==> src/include/hbs_pkg.sv <==
// Constants for the bridge driver serial frame logic.
// Assumes a single system clock far faster than the serial clock.
package hbs_pkg;
	// ==========================================================
	// Frame geometry
	localparam int CNT_W = 5;
	localparam logic [4:0] ADDR_BITS = 5'h02;
	localparam logic [4:0] INSTR_LAST = 5'h07;
	localparam logic [4:0] FRAME_BITS = 5'h10;
	localparam logic [4:0] CNT_MAX = 5'h1f;
	// ==========================================================
	// Serial rate limit of the master
	localparam int SCK_MAX_KBAUD = 2000;
	localparam int MCLK_MHZ = 250;
	localparam int SCK_MIN_HALF_CYC = (MCLK_MHZ * 1000) / (2 * SCK_MAX_KBAUD);
	// ==========================================================
	// Instruction codes (chip address in bits 7:6 excluded)
	localparam logic [5:0] OP_RD_ID = 6'h00;
	localparam logic [5:0] OP_RD_REV = 6'h03;
	localparam logic [5:0] OP_RD_DIAG = 6'h09;
	localparam logic [5:0] OP_RD_CFG = 6'h30;
	localparam logic [5:0] OP_RD_SUPPLY = 6'h3c;
	localparam logic [5:0] OP_WR_CFG = 6'h28;
	localparam logic [5:0] OP_WR_SUPPLY = 6'h18;
	// ==========================================================
	// Output byte values and default chip address
	localparam logic [7:0] VERIFY_PATTERN = 8'h2a;
	localparam logic [7:0] DATA_WR_ACK = 8'h00;
	localparam logic [7:0] DATA_UNUSED = 8'hff;
	localparam logic [1:0] CHIP_ADDR_DEF = 2'h0;
	// ==========================================================
	// Values after reset
	localparam logic [4:0] RST_CNT = 5'h00;
	localparam logic [15:0] RST_RX = 16'h0000;
	localparam logic [7:0] RST_BYTE = 8'h00;
	localparam logic [2:0] RST_PINS = 3'h4;
endpackage : hbs_pkg

==> src/design/hbs_sync.sv <==
// Two-stage synchroniser for the serial pins.
// Assumes pins are asynchronous to mclk.
`timescale 1ns/1ps
`default_nettype none
module hbs_sync #(
	parameter int W = 3,
	parameter logic [W-1:0] RST_VAL = '0
) (
	input wire logic mclk, // System clock
	input wire logic reset_n, // Asynchronous reset
	input wire logic [W-1:0] pin_in, // Raw pins
	output logic [W-1:0] pin_sync // Synchronised pins
);
	logic [W-1:0] meta_q;
	logic [W-1:0] sync_q;

	always_ff @(posedge mclk or negedge reset_n) begin
		if (!reset_n) begin
			meta_q <= RST_VAL;
			sync_q <= RST_VAL;
		end else begin
			meta_q <= pin_in;
			sync_q <= meta_q;
		end
	end

	assign pin_sync = sync_q;
endmodule : hbs_sync
`default_nettype wire

==> src/design/hbs_decode.sv <==
// Instruction decoder: classifies an instruction and picks the reply byte.
// Assumes register read values are steady on mclk.
`timescale 1ns/1ps
`default_nettype none
module hbs_decode (
	input wire logic [5:0] op, // Instruction field
	input wire logic [7:0] id_val, // Identifier value
	input wire logic [7:0] rev_val, // Revision value
	input wire logic [7:0] diag_val, // Diagnostics value
	input wire logic [7:0] cfg_val, // Configuration value
	input wire logic [7:0] supply_val, // Supply monitor value
	output logic known, // Code is assigned
	output logic is_write, // Code is a write
	output logic [7:0] reply // Data byte to send
);
	always_comb begin
		known = 1'b1;
		is_write = 1'b0;
		reply = hbs_pkg::DATA_UNUSED;
		case (op)
			hbs_pkg::OP_RD_ID: reply = id_val;
			hbs_pkg::OP_RD_REV: reply = rev_val;
			hbs_pkg::OP_RD_DIAG: reply = diag_val;
			hbs_pkg::OP_RD_CFG: reply = cfg_val;
			hbs_pkg::OP_RD_SUPPLY: reply = supply_val;
			hbs_pkg::OP_WR_CFG, hbs_pkg::OP_WR_SUPPLY: begin
				is_write = 1'b1;
				reply = hbs_pkg::DATA_WR_ACK;
			end
			default: begin
				known = 1'b0;
				reply = hbs_pkg::DATA_UNUSED;
			end
		endcase
	end
endmodule : hbs_decode
`default_nettype wire

==> src/design/hbs_spi_frame.sv <==
// Serial slave frame logic of a motor bridge driver.
// Assumes the master keeps the serial rate within the limit, so mclk
// oversamples every serial edge after a two-stage synchroniser.
`timescale 1ns/1ps
`default_nettype none
module hbs_spi_frame #(
	parameter logic [1:0] CHIP_ADDR = hbs_pkg::CHIP_ADDR_DEF
) (
	input wire logic mclk, // System clock, 250 MHz
	input wire logic reset_n, // Asynchronous reset, active low
	input wire logic sck, // Serial clock from master
	input wire logic ss_n, // Slave select, active low
	input wire logic si, // Serial data in
	output logic so_o, // Serial data out value
	output logic so_oe, // Serial data out enable
	input wire logic proc_busy, // Previous instruction still processing
	input wire logic [7:0] id_val, // Identifier register value
	input wire logic [7:0] rev_val, // Revision register value
	input wire logic [7:0] diag_val, // Diagnostics register value
	input wire logic [7:0] cfg_val, // Configuration register value
	input wire logic [7:0] supply_val, // Supply monitor register value
	output logic exec_stb, // Valid instruction commit pulse
	output logic exec_wr, // Committed instruction is a write
	output logic [7:0] exec_instr, // Committed instruction byte
	output logic [7:0] exec_data, // Write data, zero for reads
	output logic trans_fail // Failure flag awaiting transmission
);
	// ==========================================================
	// State
	typedef enum logic [1:0] {
		ST_IDLE,
		ST_ADDR,
		ST_SHIFT,
		ST_SKIP
	} hbs_fsm_t;

	typedef struct packed {
		hbs_fsm_t state;
		logic [4:0] cnt;
		logic [15:0] rx;
		logic [7:0] dbyte;
		logic so;
		logic oe;
		logic flag;
		logic sent;
		logic busy_seen;
		logic sck_prev;
		logic ss_prev;
		logic exec_stb;
		logic exec_wr;
		logic [7:0] exec_instr;
		logic [7:0] exec_data;
	} hbs_state_t;

	localparam hbs_state_t RST_STATE = '{
		state: ST_IDLE,
		cnt: hbs_pkg::RST_CNT,
		rx: hbs_pkg::RST_RX,
		dbyte: hbs_pkg::RST_BYTE,
		so: 1'b0,
		oe: 1'b0,
		flag: 1'b0,
		sent: 1'b0,
		busy_seen: 1'b0,
		sck_prev: 1'b0,
		ss_prev: 1'b1,
		exec_stb: 1'b0,
		exec_wr: 1'b0,
		exec_instr: hbs_pkg::RST_BYTE,
		exec_data: hbs_pkg::RST_BYTE
	};

	hbs_state_t q;
	hbs_state_t d;

	// ==========================================================
	// Pin synchronisation; sck comes from the master only
	logic [2:0] pins_s;
	logic ss_s;
	logic sck_s;
	logic si_s;

	hbs_sync #(
		.W(3),
		.RST_VAL(hbs_pkg::RST_PINS)
	) u_sync (
		.mclk(mclk),
		.reset_n(reset_n),
		.pin_in({ss_n, sck, si}),
		.pin_sync(pins_s)
	);

	assign ss_s = pins_s[2];
	assign sck_s = pins_s[1];
	assign si_s = pins_s[0];

	logic sck_rise;
	logic sck_fall;
	logic ss_rise;
	logic active;

	assign active = !ss_s;
	assign sck_rise = active && sck_s && !q.sck_prev;
	assign sck_fall = active && !sck_s && q.sck_prev;
	assign ss_rise = ss_s && !q.ss_prev;

	// ==========================================================
	// Decoder; at the eighth falling edge the byte is still in flight
	logic [7:0] instr_w;
	logic known;
	logic is_write;
	logic [7:0] reply;

	assign instr_w = (q.cnt == hbs_pkg::INSTR_LAST) ? {q.rx[6:0], si_s} : q.rx[15:8];

	hbs_decode u_dec (
		.op(instr_w[5:0]),
		.id_val(id_val),
		.rev_val(rev_val),
		.diag_val(diag_val),
		.cfg_val(cfg_val),
		.supply_val(supply_val),
		.known(known),
		.is_write(is_write),
		.reply(reply)
	);

	logic [7:0] verify_w;
	logic frame_ok;
	logic commit;

	assign verify_w = {hbs_pkg::VERIFY_PATTERN[7:1], q.flag};
	assign frame_ok = (q.cnt == hbs_pkg::FRAME_BITS) && known && !q.busy_seen;
	assign commit = ss_rise && (q.state == ST_SHIFT || q.state == ST_ADDR);

	// ==========================================================
	// Next state
	always_comb begin
		d = q;
		d.sck_prev = sck_s;
		d.ss_prev = ss_s;
		d.exec_stb = 1'b0;
		if (ss_s) begin
			// Idle and tristate whenever deselected
			d.state = ST_IDLE;
			d.oe = 1'b0;
			d.cnt = hbs_pkg::RST_CNT;
			d.busy_seen = 1'b0;
			if (commit) begin
				// Set wins over clear of the failure flag
				d.flag = !frame_ok || (q.flag && !q.sent);
				d.sent = 1'b0;
				d.exec_stb = frame_ok;
				d.exec_wr = is_write;
				d.exec_instr = q.rx[15:8];
				d.exec_data = is_write ? q.rx[7:0] : hbs_pkg::RST_BYTE;
			end
		end else begin
			if (proc_busy) begin
				d.busy_seen = 1'b1;
			end
			if (q.state == ST_IDLE) begin
				d.state = ST_ADDR;
			end
			if (sck_fall) begin
				d.rx = {q.rx[14:0], si_s};
				// Saturate so a long frame never wraps back to sixteen
				if (q.cnt != hbs_pkg::CNT_MAX) begin
					d.cnt = q.cnt + 5'h01;
				end
				if (q.cnt == hbs_pkg::ADDR_BITS - 5'h01 && q.state != ST_SKIP) begin
					d.state = ({q.rx[0], si_s} == CHIP_ADDR) ? ST_SHIFT : ST_SKIP;
				end
				if (q.cnt == hbs_pkg::INSTR_LAST) begin
					d.dbyte = reply;
				end
			end
			if (sck_rise && q.state == ST_SHIFT) begin
				d.oe = 1'b1;
				if (q.cnt < hbs_pkg::INSTR_LAST + 5'h01) begin
					d.so = verify_w[3'(hbs_pkg::INSTR_LAST - q.cnt)];
				end else if (q.cnt < hbs_pkg::FRAME_BITS) begin
					d.so = q.dbyte[3'(hbs_pkg::FRAME_BITS - 5'h01 - q.cnt)];
				end
				if (q.cnt == hbs_pkg::INSTR_LAST) begin
					d.sent = 1'b1;
				end
			end
			if (q.state == ST_SKIP || q.state == ST_ADDR) begin
				d.oe = 1'b0;
			end
		end
	end

	always_ff @(posedge mclk or negedge reset_n) begin
		if (!reset_n) begin
			q <= RST_STATE;
		end else begin
			q <= d;
		end
	end

	assign so_o = q.so;
	assign so_oe = q.oe;
	assign exec_stb = q.exec_stb;
	assign exec_wr = q.exec_wr;
	assign exec_instr = q.exec_instr;
	assign exec_data = q.exec_data;
	assign trans_fail = q.flag;
endmodule : hbs_spi_frame
`default_nettype wire

==> config.mk <==
export PLATFORM = sky130hd
export DESIGN_NAME = hbs_spi_frame
export DESIGN_NICKNAME = d
export VERILOG_FILES = /design/src/include/hbs_pkg.sv /design/src/design/hbs_sync.sv /design/src/design/hbs_decode.sv /design/src/design/hbs_spi_frame.sv
export SDC_FILE = /design/constraint.sdc
export NUM_CORES = 1
export LEC_CHECK = 0
export ABC_AREA = 1
export BUFFER_PORTS_ARGS = -buffer_cell sky130_fd_sc_hd__buf_2
export CAP_MARGIN = 20
export CORE_ASPECT_RATIO = 1.2
export CORE_MARGIN = 2
export CORE_UTILIZATION = 55
export DETAILED_ROUTE_END_ITERATION = 8
export PLACE_DENSITY = 0.89
export SLEW_MARGIN = 20
export SYNTH_ARGS = -nofsm -noshare
export SYNTH_HDL_FRONTEND = slang
export SYNTH_HIERARCHICAL = 1
export SYNTH_SLANG_ARGS = --single-unit
export TNS_END_PERCENT = 50
==> constraint.sdc <==
create_clock -name mclk -period 4.35 [get_ports mclk]
set_input_delay 0.2175 -clock mclk [delete_from_list [all_inputs] [get_ports mclk]]
set_output_delay 0.2175 -clock mclk [all_outputs]
set_load 0.02 [all_outputs]
Yosys cells after proc, flatten, opt, wreduce, memory -nomap -nowiden. Index checks and enable logic that the tools add are counted.

Magnitude comparators: 4. Mux-type cells: 28. Eq/ne operators: 15. Reductions and logical operators: 39. Bitwise operators: 1. $add $sub $neg: 3.

Operators by type and width (number): 8-bit one-hot mux with 6 select lines (1); 18-bit 2-to-1 mux (2); 31-bit 2-to-1 mux (1); 6-bit equality test (second input constant) (3); 8-bit 2-to-1 mux (2); 1-bit 2-to-1 mux (14); 2-bit nonzero test (6); 1-bit logical AND (11); 3-bit AND reduction (3); 3-bit by 4-bit less-than comparator with 1-bit output (second input constant) (2); 1-bit zero test (7); 7-bit 2-to-1 mux (1); 7-bit OR reduction (1); 1-bit binary-select mux with 3-bit select (2); 6-bit by 2-bit equality test with 1-bit output (second input constant) (1); 6-bit by 4-bit equality test with 1-bit output (second input constant) (1); 6-bit by 5-bit equality test with 1-bit output (second input constant) (1); 6-bit zero test (1); 2-bit 2-to-1 mux (3); 6-bit 2-to-1 mux (1); 2-bit AND reduction (3); 3-bit subtractor (first input constant) (2); 5-bit by 1-bit adder with 5-bit output (second input constant) (1); 5-bit by 1-bit equality test with 1-bit output (second input constant) (1); 14 further kinds (19).

Logic and storage cells: 107. Output and inout bits: 21. Bits in registers: 62. Input bits: 46.

Longest topological paths before layout.
Word-level depth: 9. Gate-level depth with buffers: 17. Depth with buffers taken out: 16.

Hierarchy. Netlist, hierarchy kept.

By module, submodules not included: hbs_spi_frame (seq. area each 1402.6 um^2, times used 1, area an instance 2705.1 um^2, cells an instance 302); hbs_decode (seq. area each 0.0 um^2, times used 1, area an instance 538.0 um^2, cells an instance 107); hbs_sync (seq. area each 152.6 um^2, times used 1, area an instance 152.6 um^2, cells an instance 6).

Worst setup path after synthesis. Ideal clock, no wire load.

Path type: reg-to-reg. Start: register q[50] (netlist name). End: register q (netlist bit trans_fail). Period minus slack after synthesis: 2.551 ns. Setup time: 0.121 ns. Required time: 4.229 ns. Path buffers: 1. Data arrival time: 2.431 ns. Path slack: 1.799 ns. Stages on the path, launching flop included: 17. Cell sequence: dfrtp_1 > ha_1 > nand2_4 > nor3_4 > buf_2 > nand2_1 > o21ai_0 > nand2_1 > nor2_4 > nand2_1 > nand2_1 > nor2_2 > nand2_4 > nand4_1 > or3_1 > nand2_1 > nand2_1.

Longest elaborated chain between the ends: 9. Elaborated cells on any way between the ends: 16. Classes of those cells: eq/ne (8); mux (2); reduce/logical (6).

RTL lines: start: declaration (RTL line hbs_spi_frame.sv:73) `hbs_state_t q;`; start signal: assignment (RTL line hbs_spi_frame.sv:197) `q <= RST_STATE;`; start signal: assignment (RTL line hbs_spi_frame.sv:199) `q <= d;`; 5-bit by 3-bit equality test with 1-bit output (*) (RTL line hbs_spi_frame.sv:114) `assign instr_w = (q.cnt == hbs_pkg::INSTR_LAST) ? {q.rx[6:0], si_s} : q.rx[15:8];`; 6-bit 2-to-1 mux (*) (RTL line hbs_spi_frame.sv:114); net instr_w[3] (RTL line hbs_spi_frame.sv:109) `logic [7:0] instr_w;`; 6-bit by 2-bit equality test with 1-bit output (tied with other cells) (RTL line hbs_decode.sv:20) `case (op)`; 7-bit OR reduction (no line) (*); 1-bit 2-to-1 mux (*) (RTL line hbs_decode.sv:20); net known (RTL line hbs_spi_frame.sv:110) `logic known;`; 1-bit logical AND (*) (2 in series) (RTL line hbs_spi_frame.sv:133) `assign frame_ok = (q.cnt == hbs_pkg::FRAME_BITS) && known && !q.busy_seen;`; 1-bit zero test (*) (RTL line hbs_spi_frame.sv:151) `d.flag = !frame_ok || (q.flag && !q.sent);`; 1-bit logical OR (*) (RTL line hbs_spi_frame.sv:151).

The timed path passes the listed nets; every way through them passes the cells marked *. A chain may end at the register's enable or synchronous reset.

Worst setup path after layout.
Start: register q[49] (netlist name). End: register q (netlist bit trans_fail).

Same word-level chain as after synthesis.

==> results.py <==
metrics = {
    "outcome": {
        "status": "finished, final reports clean",
    },
    "pwr": {
        "vdd_drop_max_v": 0.000229,
        "power.density_mw_per_mm2": 355,
        "leakagePower_uw": 0.00197,
    },
    "clock_network": {
        "cts_buffers": 9,
        "insertion_delay_ps": 350,
        "h-tree-depth": 3,
        "cts.sinks": 62,
        "clk_pin_slew_ps": 80,
        "clock-root-buffer": "clkbuf_8",
        "clockBufferDepth": 2,
        "cts_tree": "done",
        "postCtsSetupRepairBufs": 0,
    },
    "drt": {
        "vias": 2994,
        "routed_wirelength_um": 7630,
        "viasPerCell": 5.40,
        "drt_iter0_markers": 245,
        "drt-pass1-iter-count": 7,
        "avgRoutedWirePerCell_um": 13.8,
        "postRouteAntennaNets": 0,
        "drc_errors": 0,
    },
    "finish": {
        "fin_nets": 523,
        "area.sequential_mm2": 0.00156,
        "design_area_mm2": 0.00385,
        "multi_input_area_mm2": 0.00142,
        "fillerInstances": 502,
        "syn2layout_area_growth_pct": 13.3,
        "drive_gt1_share_pct": 25.4,
        "diodes": 0,
    },
    "logic_synthesis": {
        "synth.most_common_cell": "nand2_1",
        "ys_async_sr_fraction_pct": 100,
        "yosysSeqAreaShare_pct": 45.8,
        "ys.flop_type": "dfrtp_1",
        "syn_area_per_cell_um2": 8.18,
        "synth_common_cells": "nand2_1 (97), dfrtp_1 (59), inv_1 (42)",
        "synth.area.top_cells": "dfrtp_1 (43%), nand2_1 (11%), nand4_1 (5.3%)",
        "synthDistinctLibCells": 27,
        "synthCells": 415,
        "netlist.area_leader.share_pct": 43.5,
        "yosysTopAreaCell": "dfrtp_1",
        "synthesis.nets": 471,
        "synth-seq-cells": 62,
        "ys_warn_count": 6,
        "synth_edf_count": 0,
        "synth_area_mm2": 0.00340,
    },
    "sta": {
        "period_needed_ps": 3240,
        "setup_viol": 0,
        "relSlewSlack_pct": 49.4,
        "fin_skew_ps": 14.5,
        "tightest_slew_ps": 759,
        "tns_ps": 0,
        "final_max_slew_viol_count": 0,
        "hold_viol": 0,
        "timing.fmax_ghz": 0.309,
        "grt_setup_unrepaired": "no",
        "period_share_pct": 74.5,
    },
    "min_path": {
        "hp-class": "input port to asynchronous set/reset pin",
    },
    "critical_path": {
        "path_cells": "ha_1 > nand2_4 > nor3_4 > o21ai_0 > nor2_1 > buf_4 > nand2_1 > nor2_2 > nor2_2 > nand2_4 > nand4_1 > or3_1 > nand2_1 > nand2_1",
        "cp_num_buf_inv": 1,
        "cp.arrival_ps": 3480,
        "cp_top_family": "simple AND/OR/NAND/NOR gates",
        "critPathSlowestCell": "dfrtp_1",
        "cp-start-kind": "flip-flop",
        "end_kind": "flip-flop",
        "path_class": "flip-flop to flip-flop",
        "cp.required_ps": 4590,
        "cp_max_fo": 20,
        "crit_top_cell": "nand2_1",
        "slowest_delay_ps": 520,
    },
    "global_route": {
        "grt_max_degree": 63,
        "grt_pass1_wl_um": 12300,
        "grt-ovfl-total": 0,
        "grt_util_all_layers_pct": 23.5,
        "antenna_found_initial": 0,
        "grt_pass1_vias": 2793,
    },
    "floorplan": {
        "start_util_pct": 56.5,
        "fp.dieW_um": 75.7,
        "die_h_um": 90.1,
        "core_area_mm2": 0.00601,
        "dieArea_mm2": 0.00682,
        "io_pins": 67,
        "row_count": 31,
    },
    "job": {
        "maxCapViolations": 0,
    },
    "placement": {
        "port_buffers": 66,
        "gp_congestion": 0.876,
        "hpwl_um": 5430,
        "placed_cell_area_mm2": 0.00362,
    },
}
where the power goes:
part	switching, µW	internal [µW]
Sequential	36.6	611
Combinational	141	72.3
Clock	240	266
Total	418	949
timing repair:
item,4_1_cts,5_1_grt
hold endpoints to repair,3,0
hold buffers,3,0
resized for setup,0,0
worst reg2reg max path, stage by stage (launching register included):
cell and delay [ps]:
dfrtp_1 520, ha_1 280, nand2_4 80, nor3_4 420, o21ai_0 290, nor2_1 170
buf_4 230, nand2_1 110, nor2_2 260, nor2_2 100, nand2_4 120, nand4_1 90
or3_1 340, nand2_1 80, nand2_1 50
metrics by stage:
| stage | power (µW) | hold slack (ps) | setup WS, ps | std cells | utilization, % |
|---|---|---|---|---|---|
| 4_1_cts | 1370 | 46.0 | 1140 | 554 | 64.0 |
| 5_1_grt | 1430 | 94.3 | 890 | 554 | 64.0 |
| 6_report | 1370 | 25.5 | 1110 | 554 | 64.0 |
| 3_5_place_dp | 865 | 327 | 1140 | 535 | 60.2 |
| 2_1_floorplan | 795 | -78.1 | 1800 | 415 | - |
| 3_3_place_gp | 854 | 322 | 1390 | 535 | 60.2 |
routing by layer:
layer	track usage, %	routed length [µm]	vias to the layer above	share of wire (%)
met5	0	0	-	0
met4	12.0	304	0	4.0
met3	5.61	579	38	7.6
met2	37.5	3640	168	48
met1	28.9	3100	1347	41
li1	-	-	1441	-
placed cells by master (no fill, tap or decap), drive strengths merged:
master | Yosys | layout
clkinvlp | 0 | 1
nand3 | 30 | 30
clkbuf | 1 | 9
bufinv | 0 | 1
nand4 | 29 | 29
buf | 31 | 70
nor3 | 2 | 2
dlygate4sd3 | 0 | 3
dfrtp | 59 | 59
or3 | 1 | 1
o21ai | 43 | 43
clkinv | 0 | 4
inv | 48 | 49
o211ai | 1 | 1
a21oi | 15 | 15
nand2 | 102 | 102
dfstp | 3 | 3
ha | 10 | 10
nor2 | 39 | 39
and3 | 1 | 1
sequential cells by signal, summed over array words and instances (netlist names), 3 cells and up:
signal / count
q: 35
exec_data: 8
exec_instr: 8
u_sync/meta_q: 3
u_sync/pin_sync: 3
logic make-up after synthesis:
| group | share of synthesized area (%) |
|---|---|
| DFF | 45.8 |
| and+or+nand+nor | 28.6 |
| adders and majority gates | 3.68 |
| buffers and inverters | 12.3 |
| AOI/OAI and AO/OA | 9.65 |
final timing paths:
kind	cells after the start	start	slack (ps)	endpoint
setup / recovery	14	q[49]$_DFFE_PN0P_	1110	trans_fail$_DFFE_PN0P_
hold / removal	2	reset_n	30	q[42]$_DFFE_PN0P_
setup reg to reg	14	q[49]$_DFFE_PN0P_	1110	trans_fail$_DFFE_PN0P_
hold reg to reg	0	u_sync/meta_q[1]$_DFF_PN0_	350	u_sync/pin_sync[1]$_DFF_PN0_
max in group asynchronous	2	reset_n	3830	q[19]$_DFF_PN0_
min in group mclk	3	proc_busy	100	q[20]$_DFFE_PN0P_
cell type report:
| class | count | area share, % |
|---|---|---|
| Clock inverter | 7 | 1.92 |
| Inverter | 48 | 4.68 |
| Sequential cell | 62 | 40.4 |
| Timing Repair Buffer | 73 | 10.1 |
| Tap cell | 82 | 2.67 |
| Clock buffer | 9 | 3.22 |
| Multi-Input combinational cell | 273 | 37.0 |
No activity file was read; power rests on OpenSTA's default activity.
